<file path="config.mk">
export PLATFORM = sky130hd
export DESIGN_NAME = line_status
export DESIGN_NICKNAME = d
export VERILOG_FILES = /design/src/rtl/rx_skid_buffer.v /design/src/rtl/line_status.v
export VERILOG_INCLUDE_DIRS = /design/src /design/src/rtl
export SDC_FILE = /design/constraint.sdc
export NUM_CORES = 1
export LEC_CHECK = 0
export BUFFER_PORTS_ARGS = -buffer_cell sky130_fd_sc_hd__buf_2
export CORE_ASPECT_RATIO = 1.2
export CORE_MARGIN = 5
export CORE_UTILIZATION = 40
export DETAILED_ROUTE_END_ITERATION = 8
export SLEW_MARGIN = 20
export SYNTH_ARGS = -nofsm -noshare
export SYNTH_HDL_FRONTEND = slang
export SYNTH_SLANG_ARGS = --single-unit
</file>
<file path="constraint.sdc">
create_clock -name clk_i -period 3.45 [get_ports clk_i]
set_input_delay 0.345 -clock clk_i [delete_from_list [all_inputs] [get_ports clk_i]]
set_output_delay 0.345 -clock clk_i [all_outputs]
set_load 0.01 [all_outputs]
</file>
<file path="src/rtl/line_status_regs.vh">
// Constants for the serial line status logic: bits, tags, depths, states
`ifndef LINE_STATUS_REGS_VH
`define LINE_STATUS_REGS_VH

// Line status word bit positions
`define LS_DATA_AVAIL   0
`define LS_OVERRUN      1
`define LS_PARITY       2
`define LS_FRAMING      3
`define LS_BREAK        4
`define LS_TX_FIFO_MT   5
`define LS_TX_IDLE      6
`define LS_RX_ERR_ANY   7
`define LS_WIDTH        8
`define LS_RESET        8'h60

// Receive FIFO entry: data byte plus three tag bits
`define ENTRY_W         11
`define TAG_PARITY      8
`define TAG_FRAMING     9
`define TAG_BREAK       10
`define RXF_DEPTH       16
`define RXF_AW          4
`define RXF_CW          5
`define RXF_FULL        5'h10

// Oversampling: sixteen ticks a bit, start checked at the middle
`define OS_MID          4'h7
`define OS_LAST         4'hf
`define MIN_BITS        4'h5

// Receiver states
`define RX_IDLE         3'h0
`define RX_START        3'h1
`define RX_DATA         3'h2
`define RX_PARITY       3'h3
`define RX_STOP         3'h4
`define RX_WAIT_HIGH    3'h5

`endif

</file>
<file path="src/rtl/rx_skid_buffer.v">
// Two-entry buffer between the receiver and the receive FIFO
`timescale 1ns/1ps
`include "line_status_regs.vh"
module rx_skid_buffer (
	input  wire                clk_i,       // Core clock
	input  wire                rst_i,       // Async reset, active high
	input  wire                ce_i,        // Clock enable
	input  wire                flush_i,     // Drop both entries
	input  wire                in_valid_i,  // Entry offered
	output wire                in_ready_o,  // Room for an entry
	input  wire [`ENTRY_W-1:0] in_data_i,   // Entry in
	output wire                out_valid_o, // Entry held
	input  wire                out_ready_i, // Drain side takes it
	output reg  [`ENTRY_W-1:0] out_data_o   // Oldest entry
);
	reg  [`ENTRY_W-1:0] second;
	reg  [1:0]          fill;
	wire                take;
	wire                give;

	assign in_ready_o  = (fill != 2'h2);
	assign out_valid_o = (fill != 2'h0);
	assign take        = in_valid_i & in_ready_o;
	assign give        = out_valid_o & out_ready_i;

	always @(posedge clk_i or posedge rst_i) begin
		if (rst_i) begin
			fill       <= 2'h0;
			out_data_o <= {`ENTRY_W{1'b0}};
			second     <= {`ENTRY_W{1'b0}};
		end else if (ce_i) begin
			if (flush_i) begin
				fill <= 2'h0;
			end else begin
				case ({take, give})
				2'b10: begin
					if (fill == 2'h0)
						out_data_o <= in_data_i;
					else
						second <= in_data_i;
					fill <= fill + 2'h1;
				end
				2'b01: begin
					out_data_o <= second;
					fill       <= fill - 2'h1;
				end
				2'b11: begin
					// Full never gets here since take needs room
					if (fill == 2'h1)
						out_data_o <= in_data_i;
					else begin
						out_data_o <= second;
						second     <= in_data_i;
					end
				end
				default: fill <= fill;
				endcase
			end
		end
	end
endmodule // rx_skid_buffer

</file>
<file path="src/rtl/line_status.v">
// Serial receiver, tagged receive FIFO and line status word
`timescale 1ns/1ps
`include "line_status_regs.vh"
// Function
// - Bit 0 high while receive FIFO holds any character.
// - Bit 1 set when a completed character finds the FIFO and both skid buffer entries full.
// - On overrun the shift register is overwritten, FIFO left intact.
// - Bit 2 shows parity fault of the character at FIFO head.
// - Bit 3 shows missing stop bit of the character at FIFO head.
// - Bit 4 set when line stays low for a whole character.
// - Break pushes one zero character, then waits for a valid start.
// - Bits 1 to 4 clear when software reads the status word.
// - Any of bits 1 to 4 raises the line status interrupt.
// - Bit 5 shows empty transmit FIFO, raises interrupt, clears on write.
// - Bit 6 high only when transmit FIFO and shifter are empty.
// - Bit 7 high while a faulty character is in FIFO; read clears.
// - Framing check looks at the first stop bit only.
// - FIFO clear empties the FIFO without disturbing the receiver.
module line_status (
	input  wire                clk_i,         // Core clock, 250 MHz
	input  wire                rst_i,         // Async reset, active high
	input  wire                ce_i,          // Clock enable
	input  wire                baud_tick_i,   // Sixteen times bit rate
	input  wire                rx_pad_i,      // Serial receive line
	input  wire [1:0]          char_len_i,    // Data bits minus five
	input  wire                parity_en_i,   // Parity checked
	input  wire                parity_even_i, // Even parity
	input  wire                parity_stick_i,// Stick parity
	input  wire                rx_clear_i,    // Receive FIFO clear pulse
	input  wire                rx_pop_i,      // Take head character
	output reg  [7:0]          rx_data_o,     // Head character
	output wire [`RXF_CW-1:0]  rx_count_o,    // Characters in FIFO
	input  wire                tx_fifo_mt_i,  // Transmit FIFO empty
	input  wire                tx_shift_mt_i, // Transmit shifter empty
	input  wire                tx_write_i,    // Software writes tx FIFO
	input  wire                status_read_i, // Status word read pulse
	output reg  [`LS_WIDTH-1:0] line_status_o, // Line status word
	output wire                rls_irq_o,     // Line status request
	output wire                thre_irq_o     // Tx holding empty request
);
	reg  [`ENTRY_W-1:0] mem [0:`RXF_DEPTH-1];
	reg  [`RXF_AW-1:0]  wr_ptr;
	reg  [`RXF_AW-1:0]  rd_ptr;
	reg  [`RXF_CW-1:0]  count;
	reg  [`RXF_CW-1:0]  err_count;
	reg  [2:0]          head_tag;
	reg  [2:0]          state;
	reg  [3:0]          tick_cnt;
	reg  [3:0]          bit_cnt;
	reg  [7:0]          shifter;
	reg                 all_zero;
	reg                 par_fault;
	reg                 sync1;
	reg                 sync2;
	reg                 char_valid;
	reg  [`ENTRY_W-1:0] char_entry;
	reg                 overrun;
	reg                 head_hide;
	reg                 err_hide;
	reg                 tx_mt;
	reg                 tx_idle;
	wire                buf_ready;
	wire                buf_valid;
	wire [`ENTRY_W-1:0] buf_data;
	wire                push;
	wire                pop;
	wire                sample;
	wire [`ENTRY_W-1:0] head;
	wire [`ENTRY_W-1:0] next_entry;
	wire                err_in;
	wire                err_out;
	wire                err_any;
	wire [3:0]          nbits;

	function parity_expect;
		input [7:0] data;
		input       even;
		input       stick;
		begin
			if (stick)
				parity_expect = ~even;
			else
				parity_expect = (^data) ^ ~even;
		end
	endfunction

	// Right-align a character shifted in LSB first from the top
	function [7:0] align;
		input [7:0] sh;
		input [1:0] len;
		begin
			align = sh >> (2'h3 - len);
		end
	endfunction

	function has_err;
		input [`ENTRY_W-1:0] e;
		begin
			has_err = e[`TAG_PARITY] | e[`TAG_FRAMING] | e[`TAG_BREAK];
		end
	endfunction

	assign nbits  = `MIN_BITS + {2'h0, char_len_i};
	assign sample = ce_i & baud_tick_i;

	// Receiver: pad is synchronised before any decision is made
	always @(posedge clk_i or posedge rst_i) begin
		if (rst_i) begin
			sync1 <= 1'b1;
			sync2 <= 1'b1;
		end else if (ce_i) begin
			sync1 <= rx_pad_i;
			sync2 <= sync1;
		end
	end

	// Shift register stage is never touched by FIFO clear or overrun
	always @(posedge clk_i or posedge rst_i) begin
		if (rst_i) begin
			state      <= `RX_IDLE;
			tick_cnt   <= 4'h0;
			bit_cnt    <= 4'h0;
			shifter    <= 8'h00;
			all_zero   <= 1'b1;
			par_fault  <= 1'b0;
			char_valid <= 1'b0;
			char_entry <= {`ENTRY_W{1'b0}};
		end else if (ce_i) begin
			char_valid <= 1'b0;
			if (sample)
				tick_cnt <= tick_cnt + 4'h1;
			case (state)
			`RX_IDLE: begin
				tick_cnt <= 4'h0;
				if (!sync2)
					state <= `RX_START;
			end
			`RX_START: begin
				if (sample && tick_cnt == `OS_MID) begin
					tick_cnt  <= 4'h0;
					bit_cnt   <= 4'h0;
					all_zero  <= 1'b1;
					par_fault <= 1'b0;
					state     <= sync2 ? `RX_IDLE : `RX_DATA;
				end
			end
			`RX_DATA: begin
				if (sample && tick_cnt == `OS_LAST) begin
					shifter  <= {sync2, shifter[7:1]};
					all_zero <= all_zero & ~sync2;
					bit_cnt  <= bit_cnt + 4'h1;
					if (bit_cnt == nbits - 4'h1)
						state <= parity_en_i ? `RX_PARITY : `RX_STOP;
				end
			end
			`RX_PARITY: begin
				if (sample && tick_cnt == `OS_LAST) begin
					all_zero  <= all_zero & ~sync2;
					par_fault <= sync2 != parity_expect(
						align(shifter, char_len_i),
						parity_even_i, parity_stick_i);
					state <= `RX_STOP;
				end
			end
			`RX_STOP: begin
				// Only the first stop bit is looked at
				if (sample && tick_cnt == `OS_LAST) begin
					char_valid <= 1'b1;
					if (!sync2 && all_zero) begin
						char_entry <= {3'b100, 8'h00};
					end else begin
						char_entry <= {1'b0, ~sync2, par_fault,
							align(shifter, char_len_i)};
					end
					state <= sync2 ? `RX_IDLE : `RX_WAIT_HIGH;
				end
			end
			`RX_WAIT_HIGH: begin
				if (sync2)
					state <= `RX_IDLE;
			end
			default: state <= `RX_IDLE;
			endcase
		end
	end

	// A character finding no room is dropped and flagged
	rx_skid_buffer rx_skid_buffer_inst (
		.clk_i       (clk_i),
		.rst_i       (rst_i),
		.ce_i        (ce_i),
		.flush_i     (rx_clear_i),
		.in_valid_i  (char_valid),
		.in_ready_o  (buf_ready),
		.in_data_i   (char_entry),
		.out_valid_o (buf_valid),
		.out_ready_i (count != `RXF_FULL),
		.out_data_o  (buf_data)
	);

	assign push       = buf_valid & (count != `RXF_FULL) & ~rx_clear_i;
	assign pop        = rx_pop_i & (count != {`RXF_CW{1'b0}}) & ~rx_clear_i;
	assign head       = mem[rd_ptr];
	assign next_entry = mem[rd_ptr + {{(`RXF_AW-1){1'b0}}, 1'b1}];
	assign err_in     = push & has_err(buf_data);
	assign err_out    = pop & has_err(head);
	assign rx_count_o = count;

	always @(posedge clk_i) begin
		if (ce_i && push)
			mem[wr_ptr] <= buf_data;
	end

	always @(posedge clk_i or posedge rst_i) begin
		if (rst_i) begin
			wr_ptr    <= {`RXF_AW{1'b0}};
			rd_ptr    <= {`RXF_AW{1'b0}};
			count     <= {`RXF_CW{1'b0}};
			err_count <= {`RXF_CW{1'b0}};
		end else if (ce_i) begin
			if (rx_clear_i) begin
				wr_ptr    <= {`RXF_AW{1'b0}};
				rd_ptr    <= {`RXF_AW{1'b0}};
				count     <= {`RXF_CW{1'b0}};
				err_count <= {`RXF_CW{1'b0}};
			end else begin
				if (push)
					wr_ptr <= wr_ptr + {{(`RXF_AW-1){1'b0}}, 1'b1};
				if (pop)
					rd_ptr <= rd_ptr + {{(`RXF_AW-1){1'b0}}, 1'b1};
				if (push && !pop)
					count <= count + {{(`RXF_CW-1){1'b0}}, 1'b1};
				else if (pop && !push)
					count <= count - {{(`RXF_CW-1){1'b0}}, 1'b1};
				if (err_in && !err_out)
					err_count <= err_count + {{(`RXF_CW-1){1'b0}}, 1'b1};
				else if (err_out && !err_in)
					err_count <= err_count - {{(`RXF_CW-1){1'b0}}, 1'b1};
			end
		end
	end

	assign err_any = (err_count != {`RXF_CW{1'b0}});

	// Head copy lags the FIFO by one cycle, except that a pop loads the next entry at once, so outputs come from flops
	always @(posedge clk_i or posedge rst_i) begin
		if (rst_i) begin
			rx_data_o <= 8'h00;
			head_tag  <= 3'h0;
		end else if (ce_i) begin
			if (count == {`RXF_CW{1'b0}} || rx_clear_i) begin
				rx_data_o <= 8'h00;
				head_tag  <= 3'h0;
			end else if (pop) begin
				rx_data_o <= next_entry[7:0];
				head_tag  <= (count == {{(`RXF_CW-1){1'b0}}, 1'b1}) ? 3'h0 :
					next_entry[`TAG_BREAK:`TAG_PARITY];
			end else begin
				rx_data_o <= head[7:0];
				head_tag  <= head[`TAG_BREAK:`TAG_PARITY];
			end
		end
	end

	// Sticky flags: a new event in the read cycle wins over the clear
	always @(posedge clk_i or posedge rst_i) begin
		if (rst_i) begin
			overrun   <= 1'b0;
			head_hide <= 1'b0;
			err_hide  <= 1'b0;
			tx_mt     <= 1'b1;
			tx_idle   <= 1'b1;
		end else if (ce_i) begin
			if (char_valid && !buf_ready)
				overrun <= 1'b1;
			else if (status_read_i)
				overrun <= 1'b0;
			// A new head shows its own tags again
			if (pop || rx_clear_i || (push && count == {`RXF_CW{1'b0}}))
				head_hide <= 1'b0;
			else if (status_read_i)
				head_hide <= 1'b1;
			if (err_in)
				err_hide <= 1'b0;
			else if (status_read_i)
				err_hide <= 1'b1;
			tx_mt   <= tx_fifo_mt_i & ~tx_write_i;
			tx_idle <= tx_fifo_mt_i & tx_shift_mt_i & ~tx_write_i;
		end
	end

	always @(posedge clk_i or posedge rst_i) begin
		if (rst_i) begin
			line_status_o <= `LS_RESET;
		end else if (ce_i) begin
			line_status_o[`LS_DATA_AVAIL] <=
				(count != {`RXF_CW{1'b0}});
			line_status_o[`LS_OVERRUN]    <= overrun;
			line_status_o[`LS_PARITY]     <=
				head_tag[0] & ~head_hide;
			line_status_o[`LS_FRAMING]    <=
				head_tag[1] & ~head_hide;
			line_status_o[`LS_BREAK]      <=
				head_tag[2] & ~head_hide;
			line_status_o[`LS_TX_FIFO_MT] <= tx_mt;
			line_status_o[`LS_TX_IDLE]    <= tx_idle;
			line_status_o[`LS_RX_ERR_ANY] <= err_any & ~err_hide;
		end
	end

	assign rls_irq_o  = |line_status_o[`LS_BREAK:`LS_OVERRUN];
	assign thre_irq_o = line_status_o[`LS_TX_FIFO_MT];
endmodule // line_status

</file>
==> results of run 1 <==
==> path summary, 6_finish.rpt <==
| check | endpoint | slack [ns] | cells past startpoint |
|---|---|---|---|
| worst min-delay path | tx_idle | 0.03 | 3 |
| worst min register to register | tx_idle | 0.47 | 2 |
| worst max register to register | err_count[4] | 0.16 | 13 |
| worst max-delay path | err_count[4] | 0.16 | 13 |
| max in group asynchronous | rd_ptr[0] | 2.50 | 4 |
| min in group asynchronous | shifter[7] | 0.48 | 4 |
==> through the flow <==
step / area (um^2) / hold WS (ns) / setup TNS [ns] / setup slack (ns)
2_1_floorplan: 13600 / 0.446 / 0 / 0.180
3_3_place_gp: 14600 / 0.458 / 0 / 0.0281
3_5_place_dp: 14600 / 0.467 / -0.0219 / -0.0219
4_1_cts: 15700 / 0.0121 / 0 / 0.0225
5_1_grt: 15700 / 0.0127 / -0.0314 / -0.0314
6_report: 15700 / 0.0303 / 0 / 0.163
==> per-layer routing <==
| layer | track usage | wire [um] |
|---|---|---|
| met1 | 0.219 | 12800 |
| met2 | 0.288 | 15700 |
| met3 | 0.0236 | 1680 |
| met4 | 0.0294 | 381 |
| met5 | 0 | 0 |
==> state kept, by name, summed over array words and instances, names as in the netlist, 3 cells and up <==
| name | count |
|---|---|
| rx_skid_buffer_inst.out_data_o | 11 |
| mem | 176 |
| rx_count_o | 5 |
| line_status_o | 8 |
| tick_cnt | 4 |
| head_tag | 3 |
| state | 3 |
| err_count | 5 |
| char_entry | 11 |
| bit_cnt | 4 |
| rx_data_o | 8 |
| shifter | 8 |
| rd_ptr | 4 |
| rx_skid_buffer_inst.second | 11 |
| wr_ptr | 4 |
==> placed cells by master, fill, tap and decap left out, drive strengths merged, types with 18 or more instances in the layout <==
cell,Yosys,layout
ha,18,18
buf,31,101
a21oi,23,23
edfxtp,176,176
clkbuf,32,33
nand2,63,63
mux4,106,106
dfrtp,94,94
nand3,21,21
o21ai,56,56
nor2,32,32
inv,19,19
mux2i,31,31
mux2,27,27
==> synth_stat cells, drive strengths merged (5+ instances only) <==
master and number:
a21oi 23, edfxtp 176, a22oi 9, a22o 5
nand4 6, mux2 27, o2bb2ai 13, nor2b 8
nor4 5, nor3 13, mux4 106, o21ai 56
dfstp 7, inv 19, mux2i 31, xor2 10
ha 18, nand2 63, xnor2 6, nor2 32
nand2b 5, dfrtp 94, and2 12, buf 31
nand3 21, a21o 7, clkbuf 32, a211oi 8
==> area by class of cell <==
class / instances / area [um^2]
Clock inverter: 23 / 299
Tap cell: 456 / 571
Inverter: 19 / 73.8
Clock buffer: 33 / 762
Fill cell: 2955 / 18100
Multi-Input combinational cell: 543 / 5480
Timing Repair Buffer: 102 / 718
Sequential cell: 277 / 7830
==> what timing repair did <==
action | 4_1_cts | 5_1_grt
endpoints found under the hold margin | 94 | 0
resized for setup | 1 | 17
setup endpoints to repair | 1 | 1
buffers inserted | 0 | 3
pin swaps | 0 | 9
gates cloned | 0 | 0
hold buffers | 1 | 0
==> power by group <==
group	internal (W)	leakage, nW	switching (W)	total, W
sequential	0.00374	3.11	0.000226	0.00396
clock	0.00205	0.504	0.00134	0.00339
combinational	0.00164	2.39	0.00165	0.00329
total	0.00743	6.00	0.00322	0.0106
==> critical path: cells and delay by family (launching register included) <==
family                     cells  cell delay [ns]
buffers and inverters          1             0.15
muxes                          1             0.43
adders and majority gates      1             0.39
and+or+nand+nor                4             0.61
DFF                            1             0.50
AOI/OAI and AO/OA              6             1.12
==> cells by family after synthesis <==
family / share of synthesized area
XOR/XNOR: 0.0120
AO/OA/AOI/OAI: 0.0733
adder cells (fa/ha/maj): 0.0181
multiplexers: 0.223
flip-flops: 0.576
buffers and inverters: 0.0258
AND/OR/NAND/NOR: 0.0718
==> results.yml, run 1 <==
worst_hold_path:
  hold_start: "tx_shift_mt_i"
  hold_class: "in2reg"
global_route:
  grt_util_all_layers: 0.163
  overflow: 0
  grt_max_degree: 102
  grt_pass1_wl_mm: 47.9
  antenna_found_initial: 0
  first_global_vias: 8319
clock_network:
  h-tree-depth: 1
  cts_buffer_depth: 3
  cts_sinks: 277
  clk_latency_ns: 0.55
  cts_buffers: 30
  path_clk_slew_ns: 0.06
  cts-root-buf: "clkbuf_16"
  cts_tree: "yes"
placement:
  dpl.hpwl_mm: 20.0
  globalplace.congestion: 0.765
  portBuffers: 38
  placed_cells: 1393
critical_path:
  max_stage_delay_ns: 0.50
  startpoint: "rd_ptr[0]"
  critical_path_class: "reg2reg"
  cp.arrival_ns: 3.77
  critical_path.slowest_cell: "dfrtp_4"
  required_ns: 3.93
  cp_cell_sequence: "buf_12, mux4_2, a22oi_2, nand2_2, o31ai_4, nand2_2, fa_2, a21o_1, a21o_1, nor4_2, a21oi_1, nand3_1, a2bb2oi_1"
  startpoint_type: "flip-flop"
  r2r-start: "rd_ptr[0]"
  crit_fanout: 6
  crit_path_end_kind: "flip-flop"
logic_synthesis:
  syn_nets: 937
  synth_warnings: 0
  synth.ff_latch_count: 277
  syn_avg_cell_area_um2: 15.1
  netlist_top_cells_area: "edfxtp_1, dfrtp_1, mux4_2"
  synth_top_area_frac: 0.389
  synth_sequential_area_ratio: 0.576
  synth_area_leader_cell: "edfxtp_1"
  ys.flop_type: "edfxtp_1"
  synth_cell_type_count: 69
  postSynthCellCount: 902
  synth_edf_count: 176
  async_flop_share: 0.365
  synth.cell_area_um2: 13600
floorplan:
  design.die.area_um2: 37700
  ioPinCount: 39
  core.rowCount: 74
  core_um2: 33800
  die_w_um: 178
  floorplan.initialDensity: 0.402
  die_h_um: 212
detailed_routing:
  drc: 0
  wl_per_cell_um: 21.1
  vias: 8124
  drt_iter0_markers: 652
  routed_wl_mm: 30.6
  ant_nets: 0
  dr.pass1.iters: 5
  via_per_inst: 5.59
power_and_ir_drop:
  p_total_w: 0.0106
  p_leak_nw: 6.00
  vdd_drop_max_v: 0.000412
  power_density_nw_per_um2: 677
outcome:
  status: "finished, final reports clean"
layout:
  finalNonFillerCells: 1453
  layout-drive-gt1-share: 0.316
  area_delta_synth_final_pct: 15.9
  nets: 1008
  post-route-util: 0.466
  n_antenna_cell: 0
timing:
  period_share: 0.953
  setup_viol: 0
  finalHoldViolations: 0
  max_clock_freq_ghz: 0.304
  relSlewSlack: 0.451
  worstMarginPinSlew_ns: 0.823
  drv_slew: 0
  min_period_ns: 3.29
  finClkSkew_ns: 0.0108
job:
  drv_cap: 0
(Power assumes the default switching activity.)
==> run 2, diff against run 1 <==
--- a/config.mk
+++ b/config.mk
@@ -7,10 +7,13 @@
 export NUM_CORES = 1
 export LEC_CHECK = 0
 export BUFFER_PORTS_ARGS = -buffer_cell sky130_fd_sc_hd__buf_2
+export CELL_PAD_IN_SITES_DETAIL_PLACEMENT = 1
+export CELL_PAD_IN_SITES_GLOBAL_PLACEMENT = 2
 export CORE_ASPECT_RATIO = 1.2
 export CORE_MARGIN = 5
 export CORE_UTILIZATION = 40
 export DETAILED_ROUTE_END_ITERATION = 8
+export PLACE_DENSITY_LB_ADDON = 0.15
 export SLEW_MARGIN = 20
 export SYNTH_ARGS = -nofsm -noshare
 export SYNTH_HDL_FRONTEND = slang
==> run 2 against run 1 <==
Compared with the run above:
- hold slack about the same
- the run now ends with setup timing left
- via count increased by 3.6%
- largest cell class unchanged
- global-route usage increased by 2.4 points
==> results.yml, run 2 (synthesis results as in run 1) <==
outcome:
  status: "finished with violations"
  violations: "setup timing"
floorplan:
  die_w_um: 178
  design.die.area_um2: 37700
  floorplan.initialDensity: 0.402
  die_h_um: 212
  ioPinCount: 39
  core.rowCount: 74
  core_um2: 33800
placement:
  portBuffers: 38
  dpl.hpwl_mm: 23.5
  globalplace.congestion: 0.889
worst_hold_path:
  min_to: "sync1"
  hold_start: "rx_pad_i"
  holdPathStages: 2
  hold_class: "in2reg"
critical_path:
  r2r-start: "rd_ptr[0]"
  worstReg2RegEnd: "err_count[4]"
  startpoint_type: "flip-flop"
  cp_cell_sequence: "buf_6, mux4_2, a22oi_2, nand2_2, o31ai_4, buf_6, nand2_4, fa_2, a21o_1, a21o_1, and4_1, a21oi_2, nand3_2, a2bb2oi_2"
  r2r_slack_ns: -0.06
  cp.arrival_ns: 3.93
  max_stage_delay_ns: 0.50
  critical_path.slowest_cell: "mux4_2"
  r2r_cells: 14
  critical_path_class: "reg2reg"
  crit_fanout: 6
  crit_path_end_kind: "flip-flop"
  required_ns: 3.87
detailed_routing:
  wl_per_cell_um: 23.9
  drt_iter0_markers: 494
  via_per_inst: 5.74
  dr.pass1.iters: 4
  vias: 8415
  routed_wl_mm: 35.0
  ant_nets: 0
  drc: 0
timing:
  max_clock_freq_ghz: 0.285
  rsz0062_at_grt: "yes"
  worstMarginPinSlew_ns: 0.954
  finalHoldViolations: 0
  period_share: 1.02
  min_period_ns: 3.51
  drv_slew: 0
  finClkSkew_ns: 0.0155
  timing.final.ws_setup_ns: -0.0567
  holdWs_ns: 0.0302
  relSlewSlack: 0.359
  setup_viol: 1
global_route:
  antenna_found_initial: 0
  overflow: 0
  first_global_vias: 9254
  grt_pass1_wl_mm: 54.4
  grt_max_degree: 57
  grt_util_all_layers: 0.187
layout:
  layout-drive-gt1-share: 0.326
  largest-register: "mem"
  final_common_cell: "edfxtp_1"
  fill_cells: 3324
  largest_register_ffs: 176
  n_antenna_cell: 0
  final_cell_mix: "edfxtp_1, mux4_2, dfrtp_1, buf_4, nand2_1"
  area_delta_synth_final_pct: 16.1
  post-route-util: 0.466
  nets: 1021
clock_network:
  cts_buffers: 29
  clk_latency_ns: 0.56
  h-tree-depth: 1
  path_clk_slew_ns: 0.06
  cts_tree: "yes"
  cts_buffer_depth: 3
  cts-root-buf: "clkbuf_16"
  cts_sinks: 277
power_and_ir_drop:
  power_density_nw_per_um2: 667
  p_leak_nw: 6.05
  vdd_drop_max_v: 0.000347
job:
  drv_cap: 0
## run 2: cell types whose count changed in the layout (fill, tap and decap cells not counted), moves of 3 or more
cell	delta
buf_4	+14
mux4_1	+5
mux4_2	-5
bufinv_16	-4
clkinv_1	-4
clkbuf_8	+3
clkinv_2	+3
## run 2: worst max-delay path: cells and delay by family, from the launching register on
family                   cells  cell delay [ns]
AO/OA/AOI/OAI                6             1.23
buffers and inverters        2             0.27
multiplexers                 1             0.50
adder cells (fa/ha/maj)      1             0.40
AND/OR/NAND/NOR              4             0.51
flip-flops                   1             0.46
## run 2: layout make-up
class                   instances  area, um^2  area share
flip-flops and latches        277        7830       0.497
clock buffers                  37         786      0.0499
clock inverters                17         154     0.00977
multi-input cells             543        5540       0.351
inverters                      19        73.8     0.00468
repair buffers                116         815      0.0517
well taps                     456         571      0.0362
## run 2: per-layer routing
layer	GRT usage	part of all wire
met5	0	0
met4	0.0506	0.021
met3	0.0246	0.034
met2	0.342	0.54
met1	0.235	0.41
## run 2: worst max-delay path by stage
stage | start | to | slack, ns | cells after the start
2_1_floorplan | rx_count_o[0] | err_count[4] | 0.18 | 15
3_3_place_gp | rd_ptr[0] | err_count[4] | -0.10 | 13
3_5_place_dp | rd_ptr[0] | err_count[4] | -0.36 | 13
4_1_cts | rd_ptr[0] | err_count[4] | 0.03 | 14
5_1_grt | rd_ptr[0] | err_count[4] | -0.13 | 14
6_report | rd_ptr[0] | err_count[4] | -0.06 | 14
## run 2: timing repair
item,CTS,global route
gates resized for setup,7,15
setup buffers,6,2
hold buffers,1,0
hold endpoints to repair,37,0
pin swaps,3,9
setup endpoints to repair,1,1
## run 2: power breakdown
part           switching [W]  leakage [nW]  internal [W]  total (W)
Sequential          0.000243          3.11       0.00374    0.00398
Combinational        0.00177          2.49       0.00170    0.00347
Clock                0.00131         0.451       0.00176    0.00307
Total                0.00332          6.05       0.00720     0.0105
## run 2: per-stage QoR
| step | total power, W | instance area, um^2 | std cells | TNS [ns] | setup slack (ns) |
|---|---|---|---|---|---|
| after detailed placement | 0.00740 | 14600 | 1402 | -0.356 | -0.356 |
| after floorplan | 0.00636 | 13600 | 902 | 0 | 0.180 |
| final | 0.0105 | 15800 | 1465 | -0.0567 | -0.0567 |
| after global routing | 0.0111 | 15800 | 1465 | -0.133 | -0.133 |
| after CTS | 0.0106 | 15700 | 1463 | 0 | 0.0346 |
| after global placement | 0.00729 | 14600 | 1402 | -0.101 | -0.101 |
